$ cat src/pkg/cdfs_defines.svh
// register offsets, field positions, reset values and timing counts of the flash sequencer
`ifndef CDFS_DEFINES_SVH
`define CDFS_DEFINES_SVH
`define CDFS_OFS_STATUS     8'h00
`define CDFS_OFS_ENTRY      8'h04
`define CDFS_OFS_PROT       8'h08
`define CDFS_OFS_SADDR      8'h0C
`define CDFS_OFS_EADDR      8'h10
`define CDFS_OFS_BCCTL      8'h14
`define CDFS_OFS_BCSTAT     8'h18
`define CDFS_OFS_PSADDR     8'h1C
`define CDFS_OFS_CLKNOTE    8'h20
`define CDFS_OFS_AVSTAT     8'h24
`define CDFS_OFS_AVIRQ      8'h28
`define CDFS_OFS_CMD        8'h2C
`define CDFS_OFS_UID0       8'h30
`define CDFS_OFS_UID1       8'h34
`define CDFS_OFS_UID2       8'h38
`define CDFS_OFS_UNC_ADDR0  8'h40
`define CDFS_OFS_UNC_ADDR1  8'h44
`define CDFS_OFS_UNC_SET0   8'h48
`define CDFS_OFS_UNC_SET1   8'h4C
`define CDFS_OFS_WDATA      8'h50
`define CDFS_BIT_PSUSP      8
`define CDFS_BIT_ESUSP      9
`define CDFS_BIT_BUF_FULL   10
`define CDFS_BIT_SUSP_RDY   11
`define CDFS_BIT_PERR       12
`define CDFS_BIT_EERR       13
`define CDFS_BIT_ILGL       14
`define CDFS_BIT_RDY        15
`define CDFS_BIT_WEPERR     7
`define CDFS_KEY_ENTRY      8'hAA
`define CDFS_KEY_PROT       8'h55
`define CDFS_KEY_CLK        8'h1E
`define CDFS_CODE_PROG_BYTES 256
`define CDFS_DATA_PROG_BYTES 4
`define CDFS_BLOCK_MASK     32'h0000_0FFF
`define CDFS_BC_MAX_BYTES   32'h0000_8000
`define CDFS_CODE_BASE      32'hFF00_0000
`define CDFS_DATA_BASE      32'h0010_0000
`define CDFS_DATA_TOP       32'h0010_7FFF
`define CDFS_CLK_RST        8'h3C
`define CDFS_OP_US          2
`define CDFS_CLK_MHZ        100
`define CDFS_OP_CYC         ((`CDFS_OP_US * `CDFS_CLK_MHZ) < 1 ? 1 : (`CDFS_OP_US * `CDFS_CLK_MHZ))
`endif

$ cat src/pkg/cdfs_pkg.sv
// types shared by the flash sequencer modules
package cdfs_pkg;
  typedef enum logic [2:0] {
    CDFS_IDLE  = 3'b000,
    CDFS_RUN   = 3'b001,
    CDFS_FILL  = 3'b011,
    CDFS_DONE  = 3'b010
  } cdfs_state_e;
  typedef enum logic [3:0] {
    CDFS_CMD_NONE  = 4'h0,
    CDFS_CMD_PROG  = 4'h1,
    CDFS_CMD_ERASE = 4'h2,
    CDFS_CMD_BLANK = 4'h3
  } cdfs_cmd_e;
  typedef logic [31:0] cdfs_word_t;
endpackage : cdfs_pkg

$ cat src/pkg/cdfs_op_if.sv
// interface between register front end and operation engine
`timescale 1ns/1ps
interface cdfs_op_if;
  logic start;
  cdfs_pkg::cdfs_cmd_e cmd;
  logic is_data;
  logic [31:0] saddr;
  logic [31:0] eaddr;
  logic busy;
  logic done;
  logic blank;
  logic fail;
  modport front (output start, output cmd, output is_data, output saddr, output eaddr,
                 input busy, input done, input blank, input fail);
  modport engine (input start, input cmd, input is_data, input saddr, input eaddr,
                  output busy, output done, output blank, output fail);
endinterface : cdfs_op_if

$ cat src/cdfs_engine.sv
// operation engine: walks the command range in program or erase units
`timescale 1ns/1ps
`include "cdfs_defines.svh"
module cdfs_engine #(
  parameter int OP_CYC = `CDFS_OP_CYC
) (
  // clock and reset
  input wire logic i_clk,
  input wire logic i_sys_rst,
  // array status
  input wire logic i_cell_erased,
  // link to front end
  cdfs_op_if.engine op
);
  import cdfs_pkg::*;
  typedef struct packed {
    cdfs_state_e st;
    logic [31:0] addr;
    logic [15:0] tmr;
    logic blank;
    logic done;
  } cdfs_eng_s;
  cdfs_eng_s q, d;

  function automatic logic [31:0] unit_bytes(input cdfs_cmd_e c, input logic dat);
    if (c == CDFS_CMD_ERASE)
      unit_bytes = `CDFS_BLOCK_MASK + 32'h1;
    else if (dat)
      unit_bytes = 32'(`CDFS_DATA_PROG_BYTES);
    else
      unit_bytes = 32'(`CDFS_CODE_PROG_BYTES);
  endfunction : unit_bytes

  always_comb
  begin
    d = q;
    d.done = 1'b0;
    case (q.st)
      CDFS_IDLE:
      begin
        if (op.start)
        begin
          d.st = CDFS_RUN;
          d.addr = op.saddr;
          d.tmr = 16'(OP_CYC);
          d.blank = 1'b1;
        end
      end
      CDFS_RUN:
      begin
        if (op.cmd == CDFS_CMD_BLANK && !i_cell_erased)
          d.blank = 1'b0;
        if (q.tmr > 16'h1)
          d.tmr = q.tmr - 16'h1;
        else
          d.st = CDFS_FILL;
      end
      CDFS_FILL:
      begin
        if (q.addr + unit_bytes(op.cmd, op.is_data) > op.eaddr)
          d.st = CDFS_DONE;
        else
        begin
          d.addr = q.addr + unit_bytes(op.cmd, op.is_data);
          d.tmr = 16'(OP_CYC);
          d.st = CDFS_RUN;
        end
      end
      CDFS_DONE:
      begin
        d.done = 1'b1;
        d.st = CDFS_IDLE;
      end
      default: d.st = CDFS_IDLE;
    endcase
  end

  always_ff @(posedge i_clk or posedge i_sys_rst)
  begin
    if (i_sys_rst)
      q <= '0;
    else
      q <= d;
  end

  assign op.busy = (q.st != CDFS_IDLE);
  assign op.done = q.done;
  assign op.blank = q.blank;
  assign op.fail = 1'b0;
endmodule : cdfs_engine

$ cat src/cdfs_top.sv
// flash sequencer register front end, command checks and status
`timescale 1ns/1ps
`include "cdfs_defines.svh"
module cdfs_top #(
  parameter logic [31:0] UID0 = 32'h1234_5678, // arbitrary value
  parameter logic [31:0] UID1 = 32'h9ABC_DEF0, // arbitrary value
  parameter logic [31:0] UID2 = 32'h0F1E_2D3C, // arbitrary value
  parameter int OP_CYC = `CDFS_OP_CYC
) (
  // clock and reset
  input wire logic i_clk,
  input wire logic i_sys_rst,
  // register port
  input wire logic [7:0] i_addr,
  input wire cdfs_pkg::cdfs_word_t i_wdata,
  input wire logic i_wr,
  input wire logic i_rd,
  output cdfs_pkg::cdfs_word_t o_rdata,
  // flash array side
  input wire logic i_cell_erased,
  input wire logic i_code_bad_access,
  input wire logic i_data_bad_access,
  // status out
  output logic o_access_irq,
  output logic o_busy
);
  import cdfs_pkg::*;

  // ------------------------------------------------------------
  // state
  // ------------------------------------------------------------
  typedef struct packed {
    logic [31:0] saddr;
    logic [31:0] eaddr;
    logic [31:0] psaddr;
    logic [31:0] rdata;
    logic [31:0] unc_addr0;
    logic [31:0] unc_addr1;
    logic [31:0] unc_set0;
    logic [31:0] unc_set1;
    logic [7:0] clk_mhz;
    logic code_pe;
    logic data_pe;
    logic prot_off;
    logic bc_on;
    logic bc_res;
    logic psusp;
    logic esusp;
    logic buf_full;
    logic perr;
    logic eerr;
    logic ilgl;
    logic weperr;
    logic cav;
    logic dav;
    logic cav_ie;
    logic dav_ie;
    logic run;
    logic start;
    cdfs_cmd_e cmd;
    logic irq;
  } cdfs_top_s;
  cdfs_top_s q, d;

  cdfs_op_if op ();

  function automatic logic wr_at(input logic [7:0] ofs);
    wr_at = i_wr && (i_addr == ofs);
  endfunction : wr_at

  function automatic logic in_data(input logic [31:0] a);
    in_data = (a >= `CDFS_DATA_BASE) && (a <= `CDFS_DATA_TOP);
  endfunction : in_data

  // ------------------------------------------------------------
  // command checking
  // ------------------------------------------------------------
  logic [31:0] span;
  logic is_dat;
  logic cmd_ok;
  cdfs_cmd_e new_cmd;
  always_comb
  begin
    span = q.eaddr - q.saddr + 32'h1;
    is_dat = in_data(q.saddr);
    new_cmd = cdfs_cmd_e'(i_wdata[3:0]);
    cmd_ok = 1'b1;
    case (new_cmd)
      CDFS_CMD_PROG:
      begin
        // a partial last unit would run past the end address
        if (is_dat)
          cmd_ok = q.data_pe && (q.saddr[1:0] == 2'h0) && (span[1:0] == 2'h0);
        else
          cmd_ok = q.code_pe && (q.saddr[7:0] == 8'h00) && (span[7:0] == 8'h00);
      end
      CDFS_CMD_ERASE:
        cmd_ok = (is_dat ? q.data_pe : q.code_pe)
                 && ((q.saddr & `CDFS_BLOCK_MASK) == 32'h0)
                 && ((span & `CDFS_BLOCK_MASK) == 32'h0);
      CDFS_CMD_BLANK:
        cmd_ok = is_dat && q.data_pe && (span[1:0] == 2'h0)
                 && (span >= 32'h4) && (span <= `CDFS_BC_MAX_BYTES);
      default: cmd_ok = 1'b0;
    endcase
    if (q.eaddr < q.saddr)
      cmd_ok = 1'b0;
  end

  // ------------------------------------------------------------
  // register and status update
  // ------------------------------------------------------------
  always_comb
  begin
    d = q;
    d.start = 1'b0;
    if (wr_at(`CDFS_OFS_SADDR))
      d.saddr = i_wdata;
    if (wr_at(`CDFS_OFS_EADDR))
      d.eaddr = i_wdata;
    if (wr_at(`CDFS_OFS_PSADDR))
      d.psaddr = i_wdata;
    if (wr_at(`CDFS_OFS_UNC_ADDR0))
      d.unc_addr0 = i_wdata;
    if (wr_at(`CDFS_OFS_UNC_ADDR1))
      d.unc_addr1 = i_wdata;
    if (wr_at(`CDFS_OFS_UNC_SET0))
      d.unc_set0 = i_wdata;
    if (wr_at(`CDFS_OFS_UNC_SET1))
      d.unc_set1 = i_wdata;
    // key in bits 15:8, otherwise the write is dropped
    if (wr_at(`CDFS_OFS_ENTRY) && i_wdata[15:8] == `CDFS_KEY_ENTRY && !q.run)
    begin
      d.code_pe = i_wdata[0];
      d.data_pe = i_wdata[7];
    end
    if (wr_at(`CDFS_OFS_PROT) && i_wdata[15:8] == `CDFS_KEY_PROT)
      d.prot_off = i_wdata[0];
    if (wr_at(`CDFS_OFS_CLKNOTE) && i_wdata[15:8] == `CDFS_KEY_CLK)
      d.clk_mhz = i_wdata[7:0];
    if (wr_at(`CDFS_OFS_BCCTL))
      d.bc_on = i_wdata[0];
    if (wr_at(`CDFS_OFS_AVIRQ))
    begin
      d.cav_ie = i_wdata[0];
      d.dav_ie = i_wdata[1];
    end
    // write data buffer holds one word until the engine finishes
    if (wr_at(`CDFS_OFS_WDATA))
      d.buf_full = 1'b1;
    // status flags clear by writing zero over them
    if (wr_at(`CDFS_OFS_STATUS))
    begin
      d.perr = q.perr & i_wdata[`CDFS_BIT_PERR];
      d.eerr = q.eerr & i_wdata[`CDFS_BIT_EERR];
      d.ilgl = q.ilgl & i_wdata[`CDFS_BIT_ILGL];
      d.weperr = q.weperr & i_wdata[`CDFS_BIT_WEPERR];
    end
    if (wr_at(`CDFS_OFS_AVSTAT))
    begin
      d.cav = q.cav & i_wdata[0];
      d.dav = q.dav & i_wdata[1];
    end
    if (i_code_bad_access)
      d.cav = 1'b1;
    if (i_data_bad_access)
      d.dav = 1'b1;
    if (wr_at(`CDFS_OFS_CMD) && !q.run)
    begin
      if (!cmd_ok)
        d.ilgl = 1'b1;
      else if (q.prot_off == 1'b0 && new_cmd != CDFS_CMD_BLANK)
        d.weperr = 1'b1;
      else
      begin
        d.run = 1'b1;
        d.start = 1'b1;
        d.cmd = new_cmd;
      end
    end
    else if (wr_at(`CDFS_OFS_CMD))
      d.ilgl = 1'b1;
    if (op.done)
    begin
      d.run = 1'b0;
      // a word written in the finishing cycle keeps the buffer full
      d.buf_full = wr_at(`CDFS_OFS_WDATA);
      if (q.cmd == CDFS_CMD_BLANK)
        d.bc_res = ~op.blank;
      if (op.fail && q.cmd == CDFS_CMD_PROG)
        d.perr = 1'b1;
      if (op.fail && q.cmd == CDFS_CMD_ERASE)
        d.eerr = 1'b1;
    end
    // no suspend command exists, so these stay clear
    d.psusp = 1'b0;
    d.esusp = 1'b0;
    // interrupt path is independent of the sequencer busy state
    d.irq = (d.cav & d.cav_ie) | (d.dav & d.dav_ie);
    d.rdata = 32'h0;
    if (i_rd)
    begin
      case (i_addr)
        `CDFS_OFS_STATUS:
        begin
          d.rdata[`CDFS_BIT_PSUSP] = q.psusp;
          d.rdata[`CDFS_BIT_ESUSP] = q.esusp;
          d.rdata[`CDFS_BIT_SUSP_RDY] = q.run && q.cmd != CDFS_CMD_BLANK;
          d.rdata[`CDFS_BIT_PERR] = q.perr;
          d.rdata[`CDFS_BIT_EERR] = q.eerr;
          d.rdata[`CDFS_BIT_ILGL] = q.ilgl;
          d.rdata[`CDFS_BIT_RDY] = ~q.run;
          d.rdata[`CDFS_BIT_WEPERR] = q.weperr;
          d.rdata[`CDFS_BIT_BUF_FULL] = q.buf_full;
        end
        `CDFS_OFS_ENTRY: d.rdata = {24'h0, q.data_pe, 6'h0, q.code_pe};
        `CDFS_OFS_PROT: d.rdata = {31'h0, q.prot_off};
        `CDFS_OFS_SADDR: d.rdata = q.saddr;
        `CDFS_OFS_EADDR: d.rdata = q.eaddr;
        `CDFS_OFS_BCCTL: d.rdata = {31'h0, q.bc_on};
        `CDFS_OFS_BCSTAT: d.rdata = {24'h0, 7'h0, q.bc_res};
        `CDFS_OFS_PSADDR: d.rdata = q.psaddr;
        `CDFS_OFS_CLKNOTE: d.rdata = {24'h0, q.clk_mhz};
        `CDFS_OFS_AVSTAT: d.rdata = {30'h0, q.dav, q.cav};
        `CDFS_OFS_AVIRQ: d.rdata = {30'h0, q.dav_ie, q.cav_ie};
        `CDFS_OFS_CMD: d.rdata = {28'h0, q.cmd};
        `CDFS_OFS_UID0: d.rdata = UID0;
        `CDFS_OFS_UID1: d.rdata = UID1;
        `CDFS_OFS_UID2: d.rdata = UID2;
        `CDFS_OFS_UNC_ADDR0: d.rdata = q.unc_addr0;
        `CDFS_OFS_UNC_ADDR1: d.rdata = q.unc_addr1;
        `CDFS_OFS_UNC_SET0: d.rdata = q.unc_set0;
        `CDFS_OFS_UNC_SET1: d.rdata = q.unc_set1;
        default: d.rdata = 32'h0;
      endcase
    end
  end

  always_ff @(posedge i_clk or posedge i_sys_rst)
  begin
    if (i_sys_rst)
    begin
      q <= '0;
      q.clk_mhz <= `CDFS_CLK_RST;
    end
    else
      q <= d;
  end

  // ------------------------------------------------------------
  // engine
  // ------------------------------------------------------------
  assign op.start = q.start;
  assign op.cmd = q.cmd;
  assign op.is_data = in_data(q.saddr);
  assign op.saddr = q.saddr;
  assign op.eaddr = q.eaddr;

  cdfs_engine #(
    .OP_CYC(OP_CYC)
  ) cdfs_engine_inst (
    .i_clk(i_clk),
    .i_sys_rst(i_sys_rst),
    .i_cell_erased(i_cell_erased),
    .op(op)
  );

  assign o_rdata = q.rdata;
  assign o_access_irq = q.irq;
  assign o_busy = q.run;
endmodule : cdfs_top

$ cat config.mk
export PLATFORM = sky130hd
export DESIGN_NAME = cdfs_top
export DESIGN_NICKNAME = d
export VERILOG_FILES = /design/src/pkg/cdfs_pkg.sv /design/src/pkg/cdfs_op_if.sv /design/src/cdfs_engine.sv /design/src/cdfs_top.sv
export VERILOG_INCLUDE_DIRS = /design/src /design/src/pkg
export SDC_FILE = /design/constraint.sdc
export NUM_CORES = 1
export LEC_CHECK = 0
export BUFFER_PORTS_ARGS = -buffer_cell sky130_fd_sc_hd__buf_2
export CORE_MARGIN = 2
export CORE_UTILIZATION = 30
export CTS_BUF_LIST = sky130_fd_sc_hd__clkbuf_8
export CTS_CLUSTER_SIZE = 28
export DETAILED_ROUTE_END_ITERATION = 8
export MAX_ROUTING_LAYER = met4
export REMOVE_ABC_BUFFERS = 1
export SLEW_MARGIN = 20
export SYNTH_ARGS = -nofsm -noshare
export SYNTH_HDL_FRONTEND = slang
export SYNTH_SLANG_ARGS = --single-unit
$ cat constraint.sdc
create_clock -name i_clk -period 14.75 [get_ports i_clk]
set_input_delay 2.95 -clock i_clk [delete_from_list [all_inputs] [get_ports i_clk]]
set_output_delay 2.95 -clock i_clk [all_outputs]
set_load 0.02 [all_outputs]
Yosys cells after proc, flatten, opt, wreduce, memory -nomap -nowiden
Cells that the tools add are included.
{"block": "word_totals", "register_bits": 338, "inputBits": 47, "output_inout_bits": 34}
{"block": "classes", "add_sub_neg": 5, "n_lt_le_gt_ge": 7, "eq_ne": 38, "muxes": 41, "bitwise": 13, "n_reduce_logical": 58}
{"op": "$mux 32", "n": 5}
{"op": "$pmux 16 s10", "n": 1}
{"op": "$pmux 7 s18", "n": 1}
{"op": "$pmux 9 s13", "n": 1}
{"op": "$add 32x32->32", "n": 2}
{"op": "$logic_not 32->1", "n": 2}
{"op": "$pmux 32 s2", "n": 1}
{"op": "$eq 8x6->1 const B", "n": 7}
{"op": "$mux 52", "n": 1}
{"op": "$eq 8x7->1 const B", "n": 6}
{"op": "$mux 48", "n": 1}
{"op": "$pmux 16 s3", "n": 1}
{"op": "$eq 8x5->1 const B", "n": 5}
{"op": "$logic_and 1x1->1", "n": 35}
{"op": "$add 32x1->32 const B", "n": 1}
{"op": "$ge 32x21->1 const B", "n": 1}
{"op": "$ge 32x3->1 const B", "n": 1}
{"op": "$gt 32x32->1", "n": 1}
{"op": "$le 32x16->1 const B", "n": 1}
{"op": "$le 32x21->1 const B", "n": 1}
{"op": "$lt 32x32->1", "n": 1}
{"op": "$sub 32x32->32", "n": 1}
{"op": "$logic_not 8->1", "n": 3}
{"op": "$mux 6", "n": 3}
{"op": "other kinds (32)", "n": 79}

Logic depth before layout (Yosys ltp)
{"block": "depth", "word_depth": 12, "ltp_mapped": 25, "depth_no_buf": 23}

Modules after synthesis
Synthesis repeated with hierarchy kept, for this count alone.
{"block": "unflattened", "cells_unflattened": 1887, "hier_area_um2": 19960.4}
{"module": "cdfs_top", "n_inst": 1, "cells_per_inst": 1371, "area_per_inst_um2": 15615.0, "seq_area_each_um2": 7136.8}
{"module": "cdfs_engine", "n_inst": 1, "cells_per_inst": 516, "area_per_inst_um2": 4345.4, "seq_area_each_um2": 1301.2}

Worst setup path after synthesis
No wires, ideal clock.
{"block": "synth_path", "path_type": "input -> register", "from": "in i_addr[6]", "to": "reg q, in the netlist op.cmd[1]", "setup_time_ns": 0.125, "arrival_ns": 5.518, "setup_slack_ns": 9.108, "path_stages": 12, "path_buffers": 2, "path_cell_list": "buf_2 or4b_1 clkbuf_1 nor2_2 nand2_1 or4_1 a21oi_1 nand4_1 a2111oi_0 nand4_1 o21ai_2 mux2_2"}
{"block": "synth_via", "elab_chain_len": 4}
{"element": "start: declaration", "line": "cdfs_top.sv:14", "rtl": "input wire logic [7:0] i_addr,"}
{"element": "$eq 8x6->1", "line": "cdfs_top.sv:68", "rtl": "wr_at = i_wr && (i_addr == ofs);"}
{"element": "$logic_and 1x1->1", "line": "cdfs_top.sv:68"}
{"element": "$logic_and 1x1->1", "line": "cdfs_top.sv:168", "rtl": "if (wr_at(`CDFS_OFS_CMD) && !q.run)"}
{"element": "$reduce_and 3->1 (no line)"}
{"element": "end: declaration", "line": "cdfs_top.sv:63", "rtl": "cdfs_top_s q, d;"}
Every way passes these cells.
A chain may end at the register's enable or synchronous reset.

Worst setup path after layout
{"block": "layout_path", "from": "reg q, in the netlist op.saddr[29]", "to": "reg cdfs_engine_inst.q[6] (netlist bit)"}
{"block": "layout_via", "elab_chain_len": 9}
{"element": "$ge 32x21->1 (no line) / $le 32x21->1 (equally long branches)"}
{"element": "$logic_and 1x1->1 (*)", "line": "cdfs_top.sv:72", "rtl": "in_data = (a >= `CDFS_DATA_BASE) && (a <= `CDFS_DATA_TOP);"}
{"element": "$mux 9 (*)", "line": "cdfs_engine.sv:28", "rtl": "else if (dat)"}
{"element": "$mux 32 (*)", "line": "cdfs_engine.sv:26", "rtl": "if (c == CDFS_CMD_ERASE)"}
{"element": "$mux 32 (*)", "line": "cdfs_engine.sv:38", "rtl": "case (q.st)"}
{"element": "$add 32x32->32 (*)", "line": "cdfs_engine.sv:60", "rtl": "if (q.addr + unit_bytes(op.cmd, op.is_data) > op.eaddr)"}
{"element": "$gt 32x32->1 (*)", "line": "cdfs_engine.sv:60"}
{"element": "$ne 2x2->1 (no line) (*)"}
{"element": "$reduce_and 4->1 (no line) (*)"}
{"element": "end signal: assignment", "line": "cdfs_engine.sv:81", "rtl": "q <= '0;"}
{"element": "end signal: assignment", "line": "cdfs_engine.sv:83", "rtl": "q <= d;"}
{"element": "end: declaration", "line": "cdfs_engine.sv:23", "rtl": "cdfs_eng_s q, d;"}
Every way passes the cells marked *; elsewhere a longest branch is shown, timed or not. The select of a mux whose other input is x is not followed.

==> out/qor.yml <==
routing:
  viasPerCell: 5.43
  num_vias: 15045
  ant_nets: 0
  detail_route.wl_per_cell_um: 21.2
  drc: 0
  dr.first_iter.drc_count: 1264
  first_pass_iters: 6
  drt_wl_total_mm: 58.9
clock_network:
  cts_sinks: 337
  ctsHoldBuffers: 0
  cts_root_buf: "clkbuf_8"
  cts_tree: "yes"
  post-cts-setup-buffers: 0
  cts.reportedPaths.clkPinSlew_ps: 70
  clockBufferDepth: 3
  cts_resized: 0
  insertion_delay_ps: 670
  htreeDepth: 2
  cts_made_buffers: 56
synthesis:
  yosysSeqAreaShare_pct: 43.4
  synth_xor_area_share_pct: 2.16
  syn_area_mm2: 0.0194
  synth_cell_types: 97
  muxShareOfSynthArea_pct: 14.9
  synth_top_family_by_area: "compound AO/OA/AOI/OAI gates"
  synth_fa_ha_area_share_pct: 8.22
  synth-seq-cells: 337
  syn_inst: 1821
  synth_area_per_cell_um2: 10.7
  synthSimpleGateAreaFrac_pct: 11.0
  synth-compound-area-share_pct: 15.4
  ys.flop_type: "dfrtp_1"
  async_flop_share_pct: 100
  yosys_warnings: 0
  synth_edf_count: 0
layout:
  finalNetCount: 2031
  utilization_pct: 34.1
  instances_no_fill: 2771
  drive_gt1_share_pct: 24.9
  syn_to_final_growth_pct: 12.7
  final_cell_mix: "dfrtp_1 (333), mux2_2 (234), inv_1 (120)"
  final_common_cell: "dfrtp_1"
timing:
  skew_ps: 26.5
  fmax_mhz: 154
  finalSetupTns_ps: 0
  setup_ws_ps: 8240
  final-setup-viol-count: 0
  slew_viol_final: 0
  min_period_over_period_pct: 44.1
  grt_setup_unrepaired: "no"
  hold_violations: 0
  fin_crit_ps: 6510
  worst_pin_slew_ps: 1250
  maxSlewHeadroom_pct: 16.5
  whs_ps: 484
placed_design:
  dp_hpwl_mm: 41.8
  placed_cells: 2662
  port_buffers: 80
  pre_cts_ws_ps: 8200
  routabilityCongestion: 0.946
critical_path:
  crit_family: "simple AND/OR/NAND/NOR gates"
  cp-end-kind: "flop"
  cpMostUsedCell: "nor2_1"
  slowest_delay_ps: 610
  crit_buf_inv: 0
  critical_path_class: "reg -> reg"
  cp.required_ps: 15280
  worst_path_max_delay_cell: "a2111oi_0"
  arrival_ps: 7040
  path_cells: "or4_1 -> nor3_1 -> and4_1 -> nor2_1 -> ha_1 -> a41oi_1 -> o21ba_2 -> nor2b_1 -> and3_1 -> nand3_1 -> nor2_1 -> xor2_1 -> ha_1 -> nand4_1 -> nor2_1 -> nand4_1 -> and3_1 -> a21oi_1 -> nand3_1 -> a2111oi_0 -> xnor2_1 -> nor2_1"
  critPathLaunchType: "flop"
  crit_fanout: 7
flow_run:
  maxCapViolations: 0
power:
  cellPowerDensity_mw_per_mm2: 105
  vdd.ir_drop.worst_v: 0.0000790
  p_leak_nw: 10.2
floorplan:
  ios: 81
  die_w_um: 259
  core-area_mm2: 0.0642
  die_area_mm2: 0.0668
  die_y_um: 259
  rows: 93
  initial_core_util_pct: 30.3
global_route:
  grt_max_degree: 192
  grt_pass1_wl_mm: 91.8
  grt_pass1_vias: 15482
  antenna_found_initial: 4
  track_usage_pct: 18.1
  overflow: 0
worst_hold_path:
  hp-class: "reg -> reg"
run_status:
  status: "completed"
## through the flow
stage / area (µm²) / total power (W)
floorplan: 18900 / 0.00125
global placement: 20600 / 0.00136
detailed placement: 20600 / 0.00137
CTS: 21900 / 0.00232
global route: 21900 / 0.00241
finish: 21900 / 0.00231
## Yosys cell counts (5+ instances only)
master	n	area, µm²
o21a_1	10	75.1
mux2_2	234	2640
nand2_1	117	439
o22ai_1	10	62.6
nand4_1	25	156
and4_1	9	78.8
nand2b_1	12	75.1
a222oi_1	18	180
xnor2_1	37	324
and3_1	14	87.6
nor2b_1	12	75.1
a22o_1	22	193
a221oi_1	29	254
fa_1	16	320
and2_1	6	37.5
mux2i_1	26	260
clkbuf_1	58	218
or3_1	15	93.8
inv_1	105	394
nor3_1	18	90.1
or2_2	6	37.5
nand3b_1	8	60.1
buf_4	32	240
nor4_1	11	68.8
a2111oi_0	5	43.8
nand3_1	29	145
xor2_1	11	96.3
a22oi_1	36	270
a211oi_1	8	60.1
buf_1	21	78.8
o211ai_1	8	60.1
o31ai_1	7	52.6
nor2_1	90	338
dfrtp_1	333	8330
a21o_1	21	158
a21oi_1	80	400
a31oi_1	37	231
ha_1	102	1280
o21ai_0	80	400
## cells by family (layout without fill, tap and decap cells)
group,count (synthesis),after routing
compound gates,431,431
xor+xnor,48,48
fa+ha+maj,118,118
buf+inv,219,312
flops,337,337
mux,260,260
other cells,0,2
simple gates,408,408
## where the power goes
group	internal (W)	switching, W	total [W]	leakage [nW]
registers	0.000955	0.0000286	0.000983	4.62
logic	0.000151	0.000226	0.000378	4.82
clock network	0.000541	0.000409	0.000950	0.734
## worst min-delay path, cell delays in order, from the launching register on
cell,delay (ps)
dfrtp_1,340
nand2_1,50
o21ai_0,60
## registers in the layout (all words and copies together) (netlist names)
signal and cells:
cdfs_engine_inst.op.blank 1, cdfs_engine_inst.op.done 1, cdfs_engine_inst.q 50, o_access_irq 1, o_busy 1, o_rdata 32, op.cmd 4, op.eaddr 32
op.saddr 32, op.start 1, q 182
## layer usage
metal / track usage [%] / part of all wire, % / up-vias
met4: 6.94 / 3.8 / 0
met1: 22.8 / 44 / 7617
met3: 3.34 / 6.0 / 126
met2: 28.7 / 46 / 496
li1: - / - / 6806
met5: - / 0 / -
## final timing paths
| path | to | start | slack [ps] | cells past startpoint |
|---|---|---|---|---|
| max in group asynchronous | cdfs_engine_inst.q[16] | i_sys_rst | 10140 | 5 |
| worst min-delay path | q[64] | q[64] | 480 | 2 |
| min in group asynchronous | q[7] | i_sys_rst | 2390 | 2 |
| worst min register to register | q[64] | q[64] | 480 | 2 |
| worst max-delay path | cdfs_engine_inst.q[6] | op.saddr[29] | 8240 | 22 |
| worst max register to register | cdfs_engine_inst.q[6] | op.saddr[29] | 8240 | 22 |
## cell type report
type,count,area (µm²)
repair buffers,100,583
multi-input cells,1265,10100
diodes,2,5.00
inverters,106,405
well taps,855,1070
fillers,6536,42300
flip-flops and latches,337,8440
clock inverters,32,292
clock buffers,74,1020
(Power assumes the default switching activity.)
